[config.mk]
export PLATFORM = sky130hd
export DESIGN_NAME = lsed_scan
export DESIGN_NICKNAME = d
export VERILOG_FILES = /design/src/lsed_pkg.sv /design/src/lsed_osc_tick.sv /design/src/lsed_duty_decode.sv /design/src/lsed_scan.sv
export SDC_FILE = /design/constraint.sdc
export NUM_CORES = 1
export LEC_CHECK = 0
export ABC_AREA = 1
export BUFFER_PORTS_ARGS = -buffer_cell sky130_fd_sc_hd__buf_2
export CAP_MARGIN = 0
export CORE_ASPECT_RATIO = 0.6
export CORE_MARGIN = 10
export CORE_UTILIZATION = 40
export CTS_CLUSTER_SIZE = 12
export DETAILED_ROUTE_END_ITERATION = 8
export HOLD_SLACK_MARGIN = 0.03
export PLACE_DENSITY_LB_ADDON = 0.1
export SETUP_SLACK_MARGIN = 0.15
export SLEW_MARGIN = 10
export SYNTH_ARGS = -nofsm -noshare
export SYNTH_HDL_FRONTEND = slang
export SYNTH_SLANG_ARGS = --single-unit
[constraint.sdc]
create_clock -name i_sys_clk -period 6 [get_ports i_sys_clk]
set_input_delay 0.9 -clock i_sys_clk [delete_from_list [all_inputs] [get_ports i_sys_clk]]
set_output_delay 0.9 -clock i_sys_clk [all_outputs]
set_load 0.01 [all_outputs]
[src/lsed_pkg.sv]
package lsed_pkg;
  // Oscillator and system clock
  localparam int unsigned SYS_CLK_PERIOD_NS = 10;
  localparam int unsigned OSC_PERIOD_NS     = 3700;
  localparam int unsigned OSC_CYCLES        = OSC_PERIOD_NS / SYS_CLK_PERIOD_NS;
  localparam int unsigned OSC_CNT_W         = 9;
  localparam int unsigned SHIFT_HIGH_CYCLES = OSC_CYCLES / 2;

  // Common lines and duties
  localparam int unsigned NUM_COMMONS  = 16;
  localparam logic [4:0]  DUTY_ONE_5X8 = 5'h08;
  localparam logic [4:0]  DUTY_ONE_5X10 = 5'h0B;
  localparam logic [4:0]  DUTY_TWO_5X8 = 5'h10;

  // Segments and digits
  localparam int unsigned SEGS_PER_DIGIT   = 5;
  localparam int unsigned OWN_DIGITS_ONE   = 8;
  localparam int unsigned OWN_DIGITS_TWO   = 16;
  localparam int unsigned OWN_SEGS         = 40;
  localparam int unsigned MAX_CHARS        = 80;
  localparam int unsigned MAX_EXT_ONE      = 9;
  localparam int unsigned MAX_EXT_TWO      = 4;
  localparam int unsigned EXT_DIGITS_PER   = 8;

  // Serial bits per row: 40 characters in one-line mode, 32 in two-line mode
  localparam logic [8:0]  SHIFT_BITS_ONE   = 9'h0C8;
  localparam logic [8:0]  SHIFT_BITS_TWO   = 9'h0A0;
  localparam int unsigned SHIFT_CNT_W      = 9;

  // Clocks per common row of oscillator periods
  localparam logic [8:0]  OSC_PER_ROW      = 9'h0D0;

  // Common drive codes
  localparam logic [1:0]  COM_NONSEL       = 2'h0;
  localparam logic [1:0]  COM_SEL          = 2'h1;

  typedef enum logic [2:0]
  {
    LSED_IDLE  = 3'h1,
    LSED_SHIFT = 3'h2,
    LSED_LATCH = 3'h4
  } lsed_state_t;
endpackage : lsed_pkg

[src/lsed_osc_tick.sv]
`timescale 1ns/1ps
`default_nettype none
module lsed_osc_tick
(
  input  wire logic i_sys_clk,
  input  wire logic i_rst,
  output logic      o_tick
);
  logic [lsed_pkg::OSC_CNT_W-1:0] count;

  // Oscillator tick from system clock
  always_ff @(posedge i_sys_clk or posedge i_rst)
  begin
    if (i_rst)
    begin
      count  <= '0;
      o_tick <= 1'b0;
    end
    else if (count == lsed_pkg::OSC_CNT_W'(lsed_pkg::OSC_CYCLES - 1))
    begin
      count  <= '0;
      o_tick <= 1'b1;
    end
    else
    begin
      count  <= count + 1'b1;
      o_tick <= 1'b0;
    end
  end
endmodule // lsed_osc_tick
`default_nettype wire

[src/lsed_duty_decode.sv]
`timescale 1ns/1ps
`default_nettype none
module lsed_duty_decode
(
  input  wire logic       i_two_lines,
  input  wire logic       i_font_5x10,
  output logic [4:0]      o_commons,
  output logic [8:0]      o_shift_bits
);
  // Font ignored in two-line mode
  // No 5x10 two-line mode
  // Bits beyond own 5-segment digits
  always_comb
  begin
    if (i_two_lines)
    begin
      o_commons    = lsed_pkg::DUTY_TWO_5X8;
      o_shift_bits = lsed_pkg::SHIFT_BITS_TWO;
    end
    else if (i_font_5x10)
    begin
      o_commons    = lsed_pkg::DUTY_ONE_5X10;
      o_shift_bits = lsed_pkg::SHIFT_BITS_ONE;
    end
    else
    begin
      o_commons    = lsed_pkg::DUTY_ONE_5X8;
      o_shift_bits = lsed_pkg::SHIFT_BITS_ONE;
    end
  end
endmodule // lsed_duty_decode
`default_nettype wire

[src/lsed_scan.sv]
`timescale 1ns/1ps
`default_nettype none
module lsed_scan
(
  input  wire logic        i_sys_clk,
  input  wire logic        i_rst,
  input  wire logic        i_two_lines,
  input  wire logic        i_font_5x10,
  input  wire logic        i_seg_data,
  output logic [15:0]      o_com_sel,
  output logic [4:0]       o_row,
  output logic [4:0]       o_duty,
  output logic             o_row_latch_clock,
  output logic             o_segment_shift_clock,
  output logic             o_frame_alt,
  output logic             o_serial_data,
  output logic [8:0]       o_bit_index
);
  logic                                 tick;
  logic [4:0]                           commons;
  logic [8:0]                           shift_bits;
  logic [4:0]                           row;
  logic [8:0]                           osc_count;
  logic [8:0]                           bit_count;
  logic [8:0]                           hi_count;
  lsed_pkg::lsed_state_t                state;
  lsed_pkg::lsed_state_t                next_state;
  logic                                 row_done;

  lsed_osc_tick u_tick
  (
    .i_sys_clk (i_sys_clk),
    .i_rst     (i_rst),
    .o_tick    (tick)
  );

  // Mode from program inputs only
  lsed_duty_decode u_decode
  (
    .i_two_lines  (i_two_lines),
    .i_font_5x10  (i_font_5x10),
    .o_commons    (commons),
    .o_shift_bits (shift_bits)
  );

  function automatic logic [15:0] lsed_onehot(input logic [4:0] idx, input logic [4:0] n);
    logic [15:0] v;
    v = '0;
    for (int k = 0; k < 16; k++)
    begin
      // Only active commons may be selected
      if (idx == 5'(k) && 5'(k) < n)
      begin
        v[k] = 1'b1;
      end
    end
    return v;
  endfunction

  assign row_done = tick && (osc_count == lsed_pkg::OSC_PER_ROW - 9'h001);

  // Row timing from oscillator ticks
  always_ff @(posedge i_sys_clk or posedge i_rst)
  begin
    if (i_rst)
    begin
      osc_count <= '0;
    end
    else if (row_done)
    begin
      osc_count <= '0;
    end
    else if (tick)
    begin
      osc_count <= osc_count + 9'h001;
    end
  end

  // Row scan within duty
  always_ff @(posedge i_sys_clk or posedge i_rst)
  begin
    if (i_rst)
    begin
      row         <= '0;
      o_frame_alt <= 1'b0;
    end
    else if (row_done)
    begin
      if (row >= commons - 5'h01)
      begin
        row         <= '0;
        o_frame_alt <= ~o_frame_alt;
      end
      else
      begin
        row <= row + 5'h01;
      end
    end
  end

  // Common drive
  always_ff @(posedge i_sys_clk or posedge i_rst)
  begin
    if (i_rst)
    begin
      o_com_sel <= '0;
      o_row     <= '0;
      o_duty    <= lsed_pkg::DUTY_ONE_5X8;
    end
    else
    begin
      o_com_sel <= lsed_onehot(row, commons);
      o_row     <= row;
      o_duty    <= commons;
    end
  end

  // Serial transfer state machine
  always_comb
  begin
    next_state = state;
    unique case (state)
      lsed_pkg::LSED_IDLE:
      begin
        if (tick)
        begin
          next_state = lsed_pkg::LSED_SHIFT;
        end
      end
      lsed_pkg::LSED_SHIFT:
      begin
        // Bit count per row fixed by mode
        if (tick && bit_count == shift_bits && !o_segment_shift_clock)
        begin
          next_state = lsed_pkg::LSED_LATCH;
        end
      end
      lsed_pkg::LSED_LATCH:
      begin
        if (row_done)
        begin
          next_state = lsed_pkg::LSED_IDLE;
        end
      end
      default:
      begin
        next_state = lsed_pkg::LSED_IDLE;
      end
    endcase
  end

  always_ff @(posedge i_sys_clk or posedge i_rst)
  begin
    if (i_rst)
    begin
      state <= lsed_pkg::LSED_IDLE;
    end
    else
    begin
      state <= next_state;
    end
  end

  // Shift one bit per oscillator tick, same in every mode
  always_ff @(posedge i_sys_clk or posedge i_rst)
  begin
    if (i_rst)
    begin
      bit_count             <= '0;
      hi_count              <= '0;
      o_segment_shift_clock <= 1'b0;
      o_serial_data         <= 1'b0;
      o_bit_index           <= '0;
    end
    else if (o_segment_shift_clock)
    begin
      // High for half an oscillator period
      if (hi_count == 9'(lsed_pkg::SHIFT_HIGH_CYCLES - 1))
      begin
        hi_count              <= '0;
        o_segment_shift_clock <= 1'b0;
      end
      else
      begin
        hi_count <= hi_count + 9'h001;
      end
    end
    else if (state == lsed_pkg::LSED_SHIFT && tick && bit_count < shift_bits)
    begin
      // Limit keeps at most 40 chars (200 bits)
      o_serial_data         <= i_seg_data;
      o_bit_index           <= bit_count;
      o_segment_shift_clock <= 1'b1;
      bit_count             <= bit_count + 9'h001;
    end
    else if (state == lsed_pkg::LSED_IDLE)
    begin
      bit_count <= '0;
    end
  end

  // One latch pulse per common row
  always_ff @(posedge i_sys_clk or posedge i_rst)
  begin
    if (i_rst)
    begin
      o_row_latch_clock <= 1'b0;
    end
    else
    begin
      o_row_latch_clock <= row_done;
    end
  end
endmodule // lsed_scan
`default_nettype wire

# Word level (Yosys, flattened, before mapping)
# Index checks and enable logic that the tools add are counted.
[op_classes]
n_eq_ne = 25
n_addsub = 6
magnitude_cmp = 18
n_reduce_logical = 29
n_bitwise = 2
mux = 34
[op_table]
columns = ["op", "count"]
rows = [
  ["two-way mux 9 bit", 6],
  ["equality test 5 x 4 -> 1 bit, second input constant", 8],
  ["less-than comparator 4 x 5 -> 1 bit, first input constant", 8],
  ["adder 9 x 1 -> 9 bit, second input constant", 4],
  ["logical AND 1 bit", 21],
  ["equality test 5 x 3 -> 1 bit, second input constant", 4],
  ["less-than comparator 3 x 5 -> 1 bit, first input constant", 4],
  ["two-way mux 1 bit", 20],
  ["equality test 9 x 8 -> 1 bit, second input constant", 2],
  ["equality test 5 x 2 -> 1 bit, second input constant", 2],
  ["less-than comparator 1 x 5 -> 1 bit, first input constant", 2],
  ["less-than comparator 2 x 5 -> 1 bit, first input constant", 2],
  ["two-way mux 5 bit", 2],
  ["equality test 9 bit", 1],
  ["equality test 9 bit, second input constant", 1],
  ["less-than comparator 9 bit", 1],
  ["two-way mux 3 bit", 3],
  ["case mux 3 bit (3 select lines)", 1],
  ["two-way mux 7 bit", 1],
  ["AND reduction 2 bit", 3],
  ["adder 5 x 1 -> 5 bit, second input constant", 1],
  ["equality test 5 x 1 -> 1 bit, second input constant", 1],
  [">= comparator 5 bit", 1],
  ["zero test 5 bit", 1],
  ["11 further kinds", 14],
]
[totals]
word_cells = 129
register_bits = 84
input_bits = 5

# Longest topological paths before layout
# Gate-level depths: netlist of the first run.
[depth]
ltp_word = 6
ltp_mapped = 12
ltp_nobuf = 11

# By module
# Synthesis of the first run repeated with hierarchy kept, for this count alone.
[unflattened]
hier_cells = 555
area_unflattened_um2 = 4561.9
[modules_own_cells]
columns = ["mod", "n_inst", "cells_per_inst", "area_per_inst_um2", "seq_area_each_um2"]
rows = [
  ["lsed_scan", 1, 479, 3958.8, 1854.3],
  ["lsed_osc_tick", 1, 59, 491.7, 250.2],
  ["lsed_duty_decode", 1, 17, 111.4, 0.0],
]

# Worst setup path after synthesis of the first run
# No wires, ideal clock.
[synth_path]
path_type = "input-to-reg"
from = "in i_two_lines"
to = "reg bit_count[6]"
cell_stages = 12
setup_slack_ns = 3.895
arrival_ns = 1.987
t_required_ns = 5.883
cell_sequence = "inv_1 ha_1 nand2_1 inv_1 nand2_1 nand2_1 nand2_4 nand2_4 buf_6 buf_6 nand3_1 nand2_1"
[synth_via]
elab_chain_len = 5
word_cells_on_any_way = 6
[synth_lines]
columns = ["item", "line_no", "rtl"]
rows = [
  ["start, declared", "lsed_scan.sv:7", "input wire logic i_two_lines,"],
  ["two-way mux 7 bit (*)", "lsed_duty_decode.sv:15", "if (i_two_lines)"],
  ["less-than comparator 9 bit (*)", "lsed_scan.sv:188", "else if (state == lsed_pkg::LSED_SHIFT && tick && bit_count < shift_bits)"],
  ["logical AND 1 bit (*)", "lsed_scan.sv:188", ""],
  ["nonzero test 2 bit (no line)", "--", ""],
  ["AND reduction 2 bit (no line)", "--", ""],
  ["end signal, assigned", "lsed_scan.sv:194", "bit_count <= bit_count + 9'h001;"],
  ["end, declared", "lsed_scan.sv:24", "logic [8:0] bit_count;"],
]
# Mark *: on every way between the ends. The rest lies on a longest branch, timed or not.
# A chain may end at the register's enable or synchronous reset.

# Final worst setup path of the first run
[layout_path]
from = "in i_two_lines"
to = "reg bit_count[3]"
# Same word-level chain as after synthesis.

==> results.ini, run 1 <==
[finish]
final_area_um2 = 4480
utilization = 0.482
antenna_cells = 0
layout_commonest_cell = nand2_1
final_cells = 613
layout-drive-gt1-share = 0.161
area_growth_syn_to_layout_pct = 15.8
final_nets = 502
mostFrequentLayoutCells = nand2_1, dfrtp_1, nor2_1

[detailed_routing]
drc = 0
wire_per_inst_um = 13.0
via_per_inst = 4.68
first_pass_iters = 4
vias = 2866
antenna_left = 0
drtIter0Drc = 145
routed_wl_um = 7970

[placement]
place_area_um2 = 4190
gp_congestion = 0.766
numPortBuffers = 42
place_hpwl_um = 5680
dpl.cell_count = 597

[critical_path]
r2r_start = bit_count[6]
reg2reg_to = bit_count[3]
worst-path-buf-inv = 3
crit_type = input port to flip-flop
path_common_cell = nand2_1
cp_slowest_stage_delay_ps = 320
crit_slowest_cell = ha_1
worstPathArrival_ps = 2290
endpoint_kind = flip-flop
crit_family = simple AND/OR/NAND/NOR gates
crit_chain = buf_2, inv_1, ha_1, nand2_1, inv_1, nand2_1, nand2_1, nand2_4, nand2_4, nand3_1, o21ai_0
reg2reg_depth = 7
startpoint = i_two_lines
r2r_slack_ps = 4320
path_max_fanout = 29
worstPathRequired_ps = 6210
critPathLaunchType = input port

[logic_synthesis]
synthCells = 432
ys_types = 35
avgSynthCellArea_um2 = 8.96
ys_warn_count = 0
synth_nets = 456
synth-seq-cells = 82
synth_area_um2 = 3870
yosysSeqAreaShare = 0.531

[floorplanning]
dieHeight_um = 96.2
die_width_um = 147
rows = 27
die-area_um2 = 14100
core-area_um2 = 9290
start_util = 0.417
ioPinCount = 44

[clock_network]
cts-root-buf = clkbuf_16
clk_pin_slew_ps = 70
cts_tree = done
postCtsSetupBuffers = 0
cts_max_path_buffers = 2
clock-sinks = 82
cts_hold_buffers = 0
cts_made_buffers = 9
ctsResizeCount = 0
clock_latency_ps = 340
htree_levels = 3

[power_and_ir_drop]
ir_drop_uv = 157
p_total_mw = 1.13
leakage_nw = 2.32
p_per_area_nw_per_um2 = 251

[sta]
max_freq_mhz = 479
clock_skew_ps = 7.76
period_share = 0.348
drv_slew = 0
setup_viol = 0
rsz0062_at_grt = no
setup_tns_ps = 0
fin_crit_ps = 2090
worstMarginPinSlew_ps = 1050
timing_hold_violations_final = 0
max_slew_margin = 0.303

[run_status]
status = completed

[global_routing]
grt-ovfl-total = 0
grt_pass1_vias = 2724
grt_pass1_wl_um = 13700
grt_max_degree = 83
antenna_found_initial = 0
grtUsageTotal = 0.119

[flow_run]
max_cap_violations = 0

[min_path]
min-delay-start = row[4]
min_path_cells = 0
hold_path_end = o_row[4]
hp-class = flip-flop to flip-flop

==> synth_stat cells (all sizes together) <==
cell    instances  area, um2
a21boi          1       7.51
nor4            1       6.26
o21bai          1       7.51
xor2            8       70.1
xnor2           3       26.3
nor2           54        226
and3            1       6.26
a21oi           8       40.0
clkinv          2       12.5
o21ai          25        144
conb            2       7.51
ha             19        238
a31oi           1       6.26
o22ai           2       12.5
nor3            9       45.0
dfrtp          80       2000
nand3b          5       37.5
buf             8       66.3
nand2         104        408
inv            49        184
dfstp           2       52.6
nand3          38        208
nand4           9       56.3
==> final cells by class <==
| type | count | area (um2) |
|---|---|---|
| Inverter | 51 | 198 |
| Multi-Input combinational cell | 291 | 1550 |
| Fill cell | 872 | 4810 |
| Tap cell | 130 | 163 |
| Clock inverter | 6 | 66.3 |
| Timing Repair Buffer | 43 | 218 |
| Clock buffer | 10 | 229 |
| Sequential cell | 82 | 2050 |
==> worst register-to-register path: stages, from the launching register on <==
cell and delay (ps):
dfrtp_1 420, ha_1 330, a21oi_1 170, nand2_1 110
nand2_4 120, nand2_4 190, nand3_1 120, o21ai_0 90
==> registers in the layout, indices dropped and copies added (netlist names), 5 cells and up <==
register,count
o_com_sel,16
bit_count,9
hi_count,9
o_bit_index,9
osc_count,9
u_tick.count,9
o_row,5
row,5
==> metrics by stage <==
step / hold WS, ps / worst slack [ps]
after floorplan: 400 / 2990
after global placement: 451 / 3590
after detailed placement: 451 / 3530
after CTS: 474 / 3900
after global routing: 501 / 3700
final: 473 / 3910
==> metal layers <==
layer,share of wire,GRT usage
met5,0,0
met4,0.013,0.0443
met3,0.052,0.0454
met2,0.38,0.161
met1,0.55,0.169
==> worst max path at each step <==
stage                endpoint  slack [ps]  depth (start not counted)
2_1_floorplan    bit_count[0]        2990                          1
3_3_place_gp     bit_count[4]        3590                         11
3_5_place_dp     bit_count[4]        3530                         11
4_1_cts          bit_count[3]        3900                         11
5_1_grt        o_bit_index[6]        3700                         11
6_report         bit_count[3]        3910                         11
==> power by group <==
| group | internal, mW | switching [mW] | total [mW] |
|---|---|---|---|
| clock | 0.324 | 0.221 | 0.545 |
| sequential | 0.554 | 0.000276 | 0.555 |
| combinational | 0.00641 | 0.0208 | 0.0272 |
==> cells by family after synthesis <==
family | synth area share
xor+xnor | 0.0249
compound gates | 0.0563
fa+ha+maj | 0.0614
other cells | 0.00194
simple gates | 0.257
buf+inv | 0.0679
flops | 0.531
Note: power is estimated with default switching activity, not from simulation.
==> run 2: changes to the inputs <==
Clock period 6 ns to 1.9 ns, I/O delays scaled along.
==> run 2 against run 1 <==
  * Combinational power rose to 3.3 times the previous value
  * Largest cell class unchanged
  * Clock skew increased by 1.0 ps
  * Non-clock buffer count up 6
  * Critical path type is now flip-flop to flip-flop
  * Core utilization grew 0.47 points
  * Total power grew to 3.0 times the previous value
  * Critical endpoint is now bit_count[7]
==> results.ini, run 2 (same netlist as run 1, synthesis figures left out) <==
[run_status]
status = completed

[critical_path]
path_common_cell = nand2_1
crit_type = flip-flop to flip-flop
crit_slowest_cell = dfrtp_1
critPathLaunchType = flip-flop
worstPathRequired_ps = 2130  ; -4080 ps
crit_chain = ha_1, nand2_1, inv_1, nand2_1, nand2_1, nand2_4, buf_4, nand3_1, nand2_1, nand2_1, inv_1
endpoint_kind = flip-flop
worstPathArrival_ps = 1820  ; -470 ps
cp_slowest_stage_delay_ps = 430  ; +110 ps
path_max_fanout = 8  ; -72%

[finish]
antenna_cells = 0  ; unchanged
layout-drive-gt1-share = 0.172  ; +0.0106
mostFrequentLayoutCells = nand2_1, dfrtp_1, nor2_1
top_register = o_com_sel
final_nets = 508  ; +1.2%
area_growth_syn_to_layout_pct = 16.9
n_fill_cell = 883  ; +1.3%
largest_reg_flops = 16  ; unchanged
layout_commonest_cell = nand2_1

[detailed_routing]
wire_per_inst_um = 13.1  ; +0.95%
antenna_left = 0  ; unchanged
vias = 2913  ; +1.6%
routed_wl_um = 8110  ; +1.8%
drc = 0  ; unchanged
first_pass_iters = 4  ; unchanged
drtIter0Drc = 155  ; +6.9%
via_per_inst = 4.71  ; +0.82%

[sta]
setup_viol = 0  ; unchanged
setup_tns_ps = 0  ; unchanged
timing_hold_violations_final = 0  ; unchanged
max_freq_mhz = 629
hold_ws_ps = 49.1  ; -424 ps
drv_slew = 0  ; unchanged
period_share = 0.837
rsz0062_at_grt = no
clock_skew_ps = 8.79  ; +1.03 ps
fin_crit_ps = 1590
setup_slack_ps = 310  ; -3600 ps

[floorplanning]
core-area_um2 = 9290  ; unchanged
die-area_um2 = 14100  ; unchanged
dieHeight_um = 96.2  ; unchanged
die_width_um = 147  ; unchanged
rows = 27  ; unchanged
start_util = 0.417  ; unchanged
ioPinCount = 44  ; unchanged

[global_routing]
grt_max_degree = 83  ; unchanged
grt_pass1_wl_um = 13900  ; +1.3%
antenna_found_initial = 0  ; unchanged
grt_pass1_vias = 2718  ; -0.22%
grt-ovfl-total = 0  ; unchanged
grtUsageTotal = 0.121  ; +0.00125

[clock_network]
clock-sinks = 82  ; unchanged
cts_tree = done
cts_hold_buffers = 0  ; unchanged
clock_latency_ps = 330  ; about the same
cts_made_buffers = 9  ; unchanged
htree_levels = 3  ; unchanged
clk_pin_slew_ps = 60  ; about the same
cts_max_path_buffers = 2  ; unchanged
cts-root-buf = clkbuf_16

[min_path]
hp-class = input port to async pin

[placement]
place_ws_ps = 112  ; -3420 ps
place_hpwl_um = 5920  ; +4.2%
gp_congestion = 0.771  ; +0.60%
numPortBuffers = 42  ; unchanged

[power_and_ir_drop]
p_per_area_nw_per_um2 = 754  ; +200%
ir_drop_uv = 509  ; +220%
leakage_nw = 2.34  ; +0.72%

[flow_run]
max_cap_violations = 0  ; unchanged

## run 2: layout make-up
cell class	instances	area (um2)	area share
well taps	130	163	0.0360
clock buffers	10	239	0.0528
flip-flops and latches	82	2050	0.454
repair buffers	49	275	0.0608
clock inverters	5	31.3	0.00691
inverters	51	200	0.0442
multi-input cells	291	1560	0.345
## run 2: path summary, 6_finish.rpt
path	start	endpoint	slack (ps)	cells past startpoint
min in group i_sys_clk	i_two_lines	o_duty[4]	170	1
setup reg to reg	bit_count[5]	bit_count[7]	310	11
max in group asynchronous	i_rst	state[0]	1460	3
hold reg to reg	row[4]	o_row[4]	470	0
hold / removal	i_rst	hi_count[7]	50	3
setup / recovery	bit_count[5]	bit_count[7]	310	11
## run 2: per-stage QoR
stage,instance area [um2],instances,utilization,total power [mW]
2_1_floorplan,3870,432,-,1.84
3_3_place_gp,4240,602,0.456,1.88
3_5_place_dp,4240,602,0.456,1.88
4_1_cts,4510,617,0.485,3.47
5_1_grt,4520,618,0.487,3.56
6_report,4520,618,0.487,3.41
## run 2: repair_timing
item,CTS,global route
resized for setup,0,1
setup endpoints to repair,0,16
setup buffers,0,1
## run 2: critical path: cells and delay by family, from the launching register on
| kind | cells | cell delay, ps |
|---|---|---|
| adders and majority gates | 1 | 320 |
| and+or+nand+nor | 7 | 460 |
| DFF | 1 | 430 |
| buffers and inverters | 3 | 270 |
## run 2: power by group
part	internal (mW)	switching [mW]	total (mW)
registers	1.75	0.00150	1.75
logic	0.0247	0.0663	0.0910
clock network	0.907	0.660	1.57
total	2.68	0.727	3.41
## run 2: layer usage
layer | vias to the layer above | track usage | part of all wire
li1 | 1487 | - | -
met1 | 1363 | 0.178 | 0.56
met2 | 56 | 0.157 | 0.38
met3 | 7 | 0.0417 | 0.056
met4 | 0 | 0.0435 | 0.011
met5 | - | 0 | 0
==> run 3: changes to the inputs <==
Clock period 1.9 ns to 1.6 ns, I/O delays scaled along.
==> run 3 against run 2 <==
  * Non-clock buffer count rose by 25
  * Via count increased by 3.2%
  * Critical endpoint unchanged
  * Largest power group unchanged
  * Final cell count is 4.4% higher
  * Largest cell class unchanged
==> results.ini, run 3 (same netlist as run 1, synthesis figures left out) <==
[run_status]
status = completed

[floorplanning]
die_width_um = 147  ; unchanged
core-area_um2 = 9290  ; unchanged
dieHeight_um = 96.2  ; unchanged
die-area_um2 = 14100  ; unchanged
ioPinCount = 44  ; unchanged
rows = 27  ; unchanged
start_util = 0.417  ; unchanged

[critical_path]
reg2reg_depth = 8  ; -3
crit_chain = ha_4, a21oi_2, nand2_2, nand2_4, buf_6, nand4_1, nand2_1, inv_1
crit_end = bit_count[7]
critPathLaunchType = flip-flop
worstPathRequired_ps = 1830  ; -300 ps
path_max_fanout = 8  ; unchanged
startpoint = bit_count[6]
r2r_start = bit_count[6]
endpoint_kind = flip-flop
r2r_slack_ps = 100  ; -210 ps
reg2reg_to = bit_count[7]
cp_slowest_stage_delay_ps = 420  ; about the same
crit_slowest_cell = dfrtp_1
worstPathArrival_ps = 1740  ; -80 ps
crit_type = flip-flop to flip-flop

[clock_network]
htree_levels = 3  ; unchanged
clock-sinks = 82  ; unchanged
clock_latency_ps = 340  ; about the same
clk_pin_slew_ps = 70  ; about the same
cts-root-buf = clkbuf_16
cts_made_buffers = 9  ; unchanged
cts_tree = done
cts_max_path_buffers = 2  ; unchanged

[finish]
antenna_cells = 0  ; unchanged
final_cells = 645  ; +4.4%
final_nets = 534  ; +5.1%
layout-drive-gt1-share = 0.272  ; +0.0997
top_register = o_com_sel
layout_commonest_cell = nand2_1
mostFrequentLayoutCells = nand2_1, dfrtp_1, nor2_1
largest_reg_flops = 16  ; unchanged
final_area_um2 = 4880  ; +8.0%
area_growth_syn_to_layout_pct = 26.2

[placement]
dpl.cell_count = 621  ; +3.2%
place_ws_ps = -61.3  ; -174 ps
numPortBuffers = 42  ; unchanged
gp_congestion = 0.771  ; about the same
place_area_um2 = 4400  ; +3.7%
place_hpwl_um = 6190  ; +4.6%

[detailed_routing]
drtIter0Drc = 189  ; +22%
via_per_inst = 4.66  ; -1.2%
vias = 3005  ; +3.2%
first_pass_iters = 4  ; unchanged
drc = 0  ; unchanged
antenna_left = 0  ; unchanged
wire_per_inst_um = 13.3  ; +1.7%
routed_wl_um = 8600  ; +6.1%

[flow_run]
max_cap_violations = 0  ; unchanged

[global_routing]
gr-usage-met1 = 0.184  ; +0.00534
grt-ovfl-total = 0  ; unchanged
met2_usage = 0.170  ; +0.0139
grt_pass1_wl_um = 14400  ; +3.9%
grt_pass1_vias = 2867  ; +5.5%
grtUsageTotal = 0.126  ; +0.00540
use_met3 = 0.0412  ; -0.000468
antenna_found_initial = 0  ; unchanged
busiest_layer = met1
grt_max_degree = 83  ; unchanged

[sta]
drv_slew = 0  ; unchanged
clock_skew_ps = 6.83  ; -1.95 ps
setup_viol = 0  ; unchanged
period_share = 0.940  ; +0.103
setup_slack_ps = 95.4  ; -214 ps
fin_crit_ps = 1500  ; -85.6 ps
rsz0062_at_grt = yes
max_freq_mhz = 665  ; +5.7%
timing_hold_violations_final = 0  ; unchanged

[power_and_ir_drop]
p_per_area_nw_per_um2 = 846  ; +12%
leakage_nw = 2.50  ; +6.7%
ir_drop_uv = 480  ; -5.6%

[min_path]
hp-class = input port to async pin

run 3: changes by cell type in the layout (fill, tap and decap cells not counted), sizes merged:
cell,delta
clkinvlp,+2
clkinv,-2
inv,+2
nand2,+1
clkbuf,-1
buf,+25
run 3: repair_timing:
item	4_1_cts	5_1_grt
endpoints found under the hold margin	0	0
gates resized for setup	10	29
setup endpoints to repair	23	37
setup buffers	1	6
cloned	0	1
hold buffers	0	0
pin swaps	1	12
run 3: through the flow:
step	setup TNS, ps	hold slack [ps]	total power [mW]	util
2_1_floorplan	0	271	2.19	-
3_3_place_gp	-60.6	400	2.24	0.473
3_5_place_dp	-484	405	2.24	0.473
4_1_cts	0	36.5	4.20	0.509
5_1_grt	0	45.1	4.29	0.526
6_report	0	0.302	4.13	0.526
run 3: metal layers:
layer	vias to the layer above	wire length [um]
li1	1537	-
met2	55	3390
met3	13	435
met4	0	87
met1	1400	4690
met5	-	0
run 3: cell type report:
| type | instances | area (um2) |
|---|---|---|
| Timing Repair Buffer | 74 | 467 |
| Sequential cell | 82 | 2060 |
| Fill cell | 865 | 4410 |
| Multi-Input combinational cell | 292 | 1710 |
| Clock inverter | 7 | 53.8 |
| Inverter | 51 | 204 |
| Clock buffer | 9 | 225 |
| Tap cell | 130 | 163 |
run 3: worst min path at each step:
| stage | cells past startpoint | end | start | slack [ps] |
|---|---|---|---|---|
| 2_1_floorplan | 0 | o_duty[4] | i_two_lines | 270 |
| 3_3_place_gp | 3 | hi_count[2] | i_rst | 400 |
| 3_5_place_dp | 3 | hi_count[2] | i_rst | 400 |
| 4_1_cts | 3 | hi_count[2] | i_rst | 40 |
| 5_1_grt | 3 | hi_count[2] | i_rst | 50 |
| 6_report | 3 | o_com_sel[5] | i_rst | 0.3 |
run 3: critical path: cells and delay by family (launching register included):
family	cells	cell delay (ps)
AO/OA/AOI/OAI	1	150
AND/OR/NAND/NOR	4	370
adder cells (fa/ha/maj)	1	280
flip-flops	1	420
buffers and inverters	2	170
run 3: power by group:
part	total, mW	switching, mW	internal (mW)	leakage (nW)
combinational	0.136	0.0906	0.0452	1.34
clock	1.92	0.857	1.06	0.128
sequential	2.08	0.00173	2.08	1.03
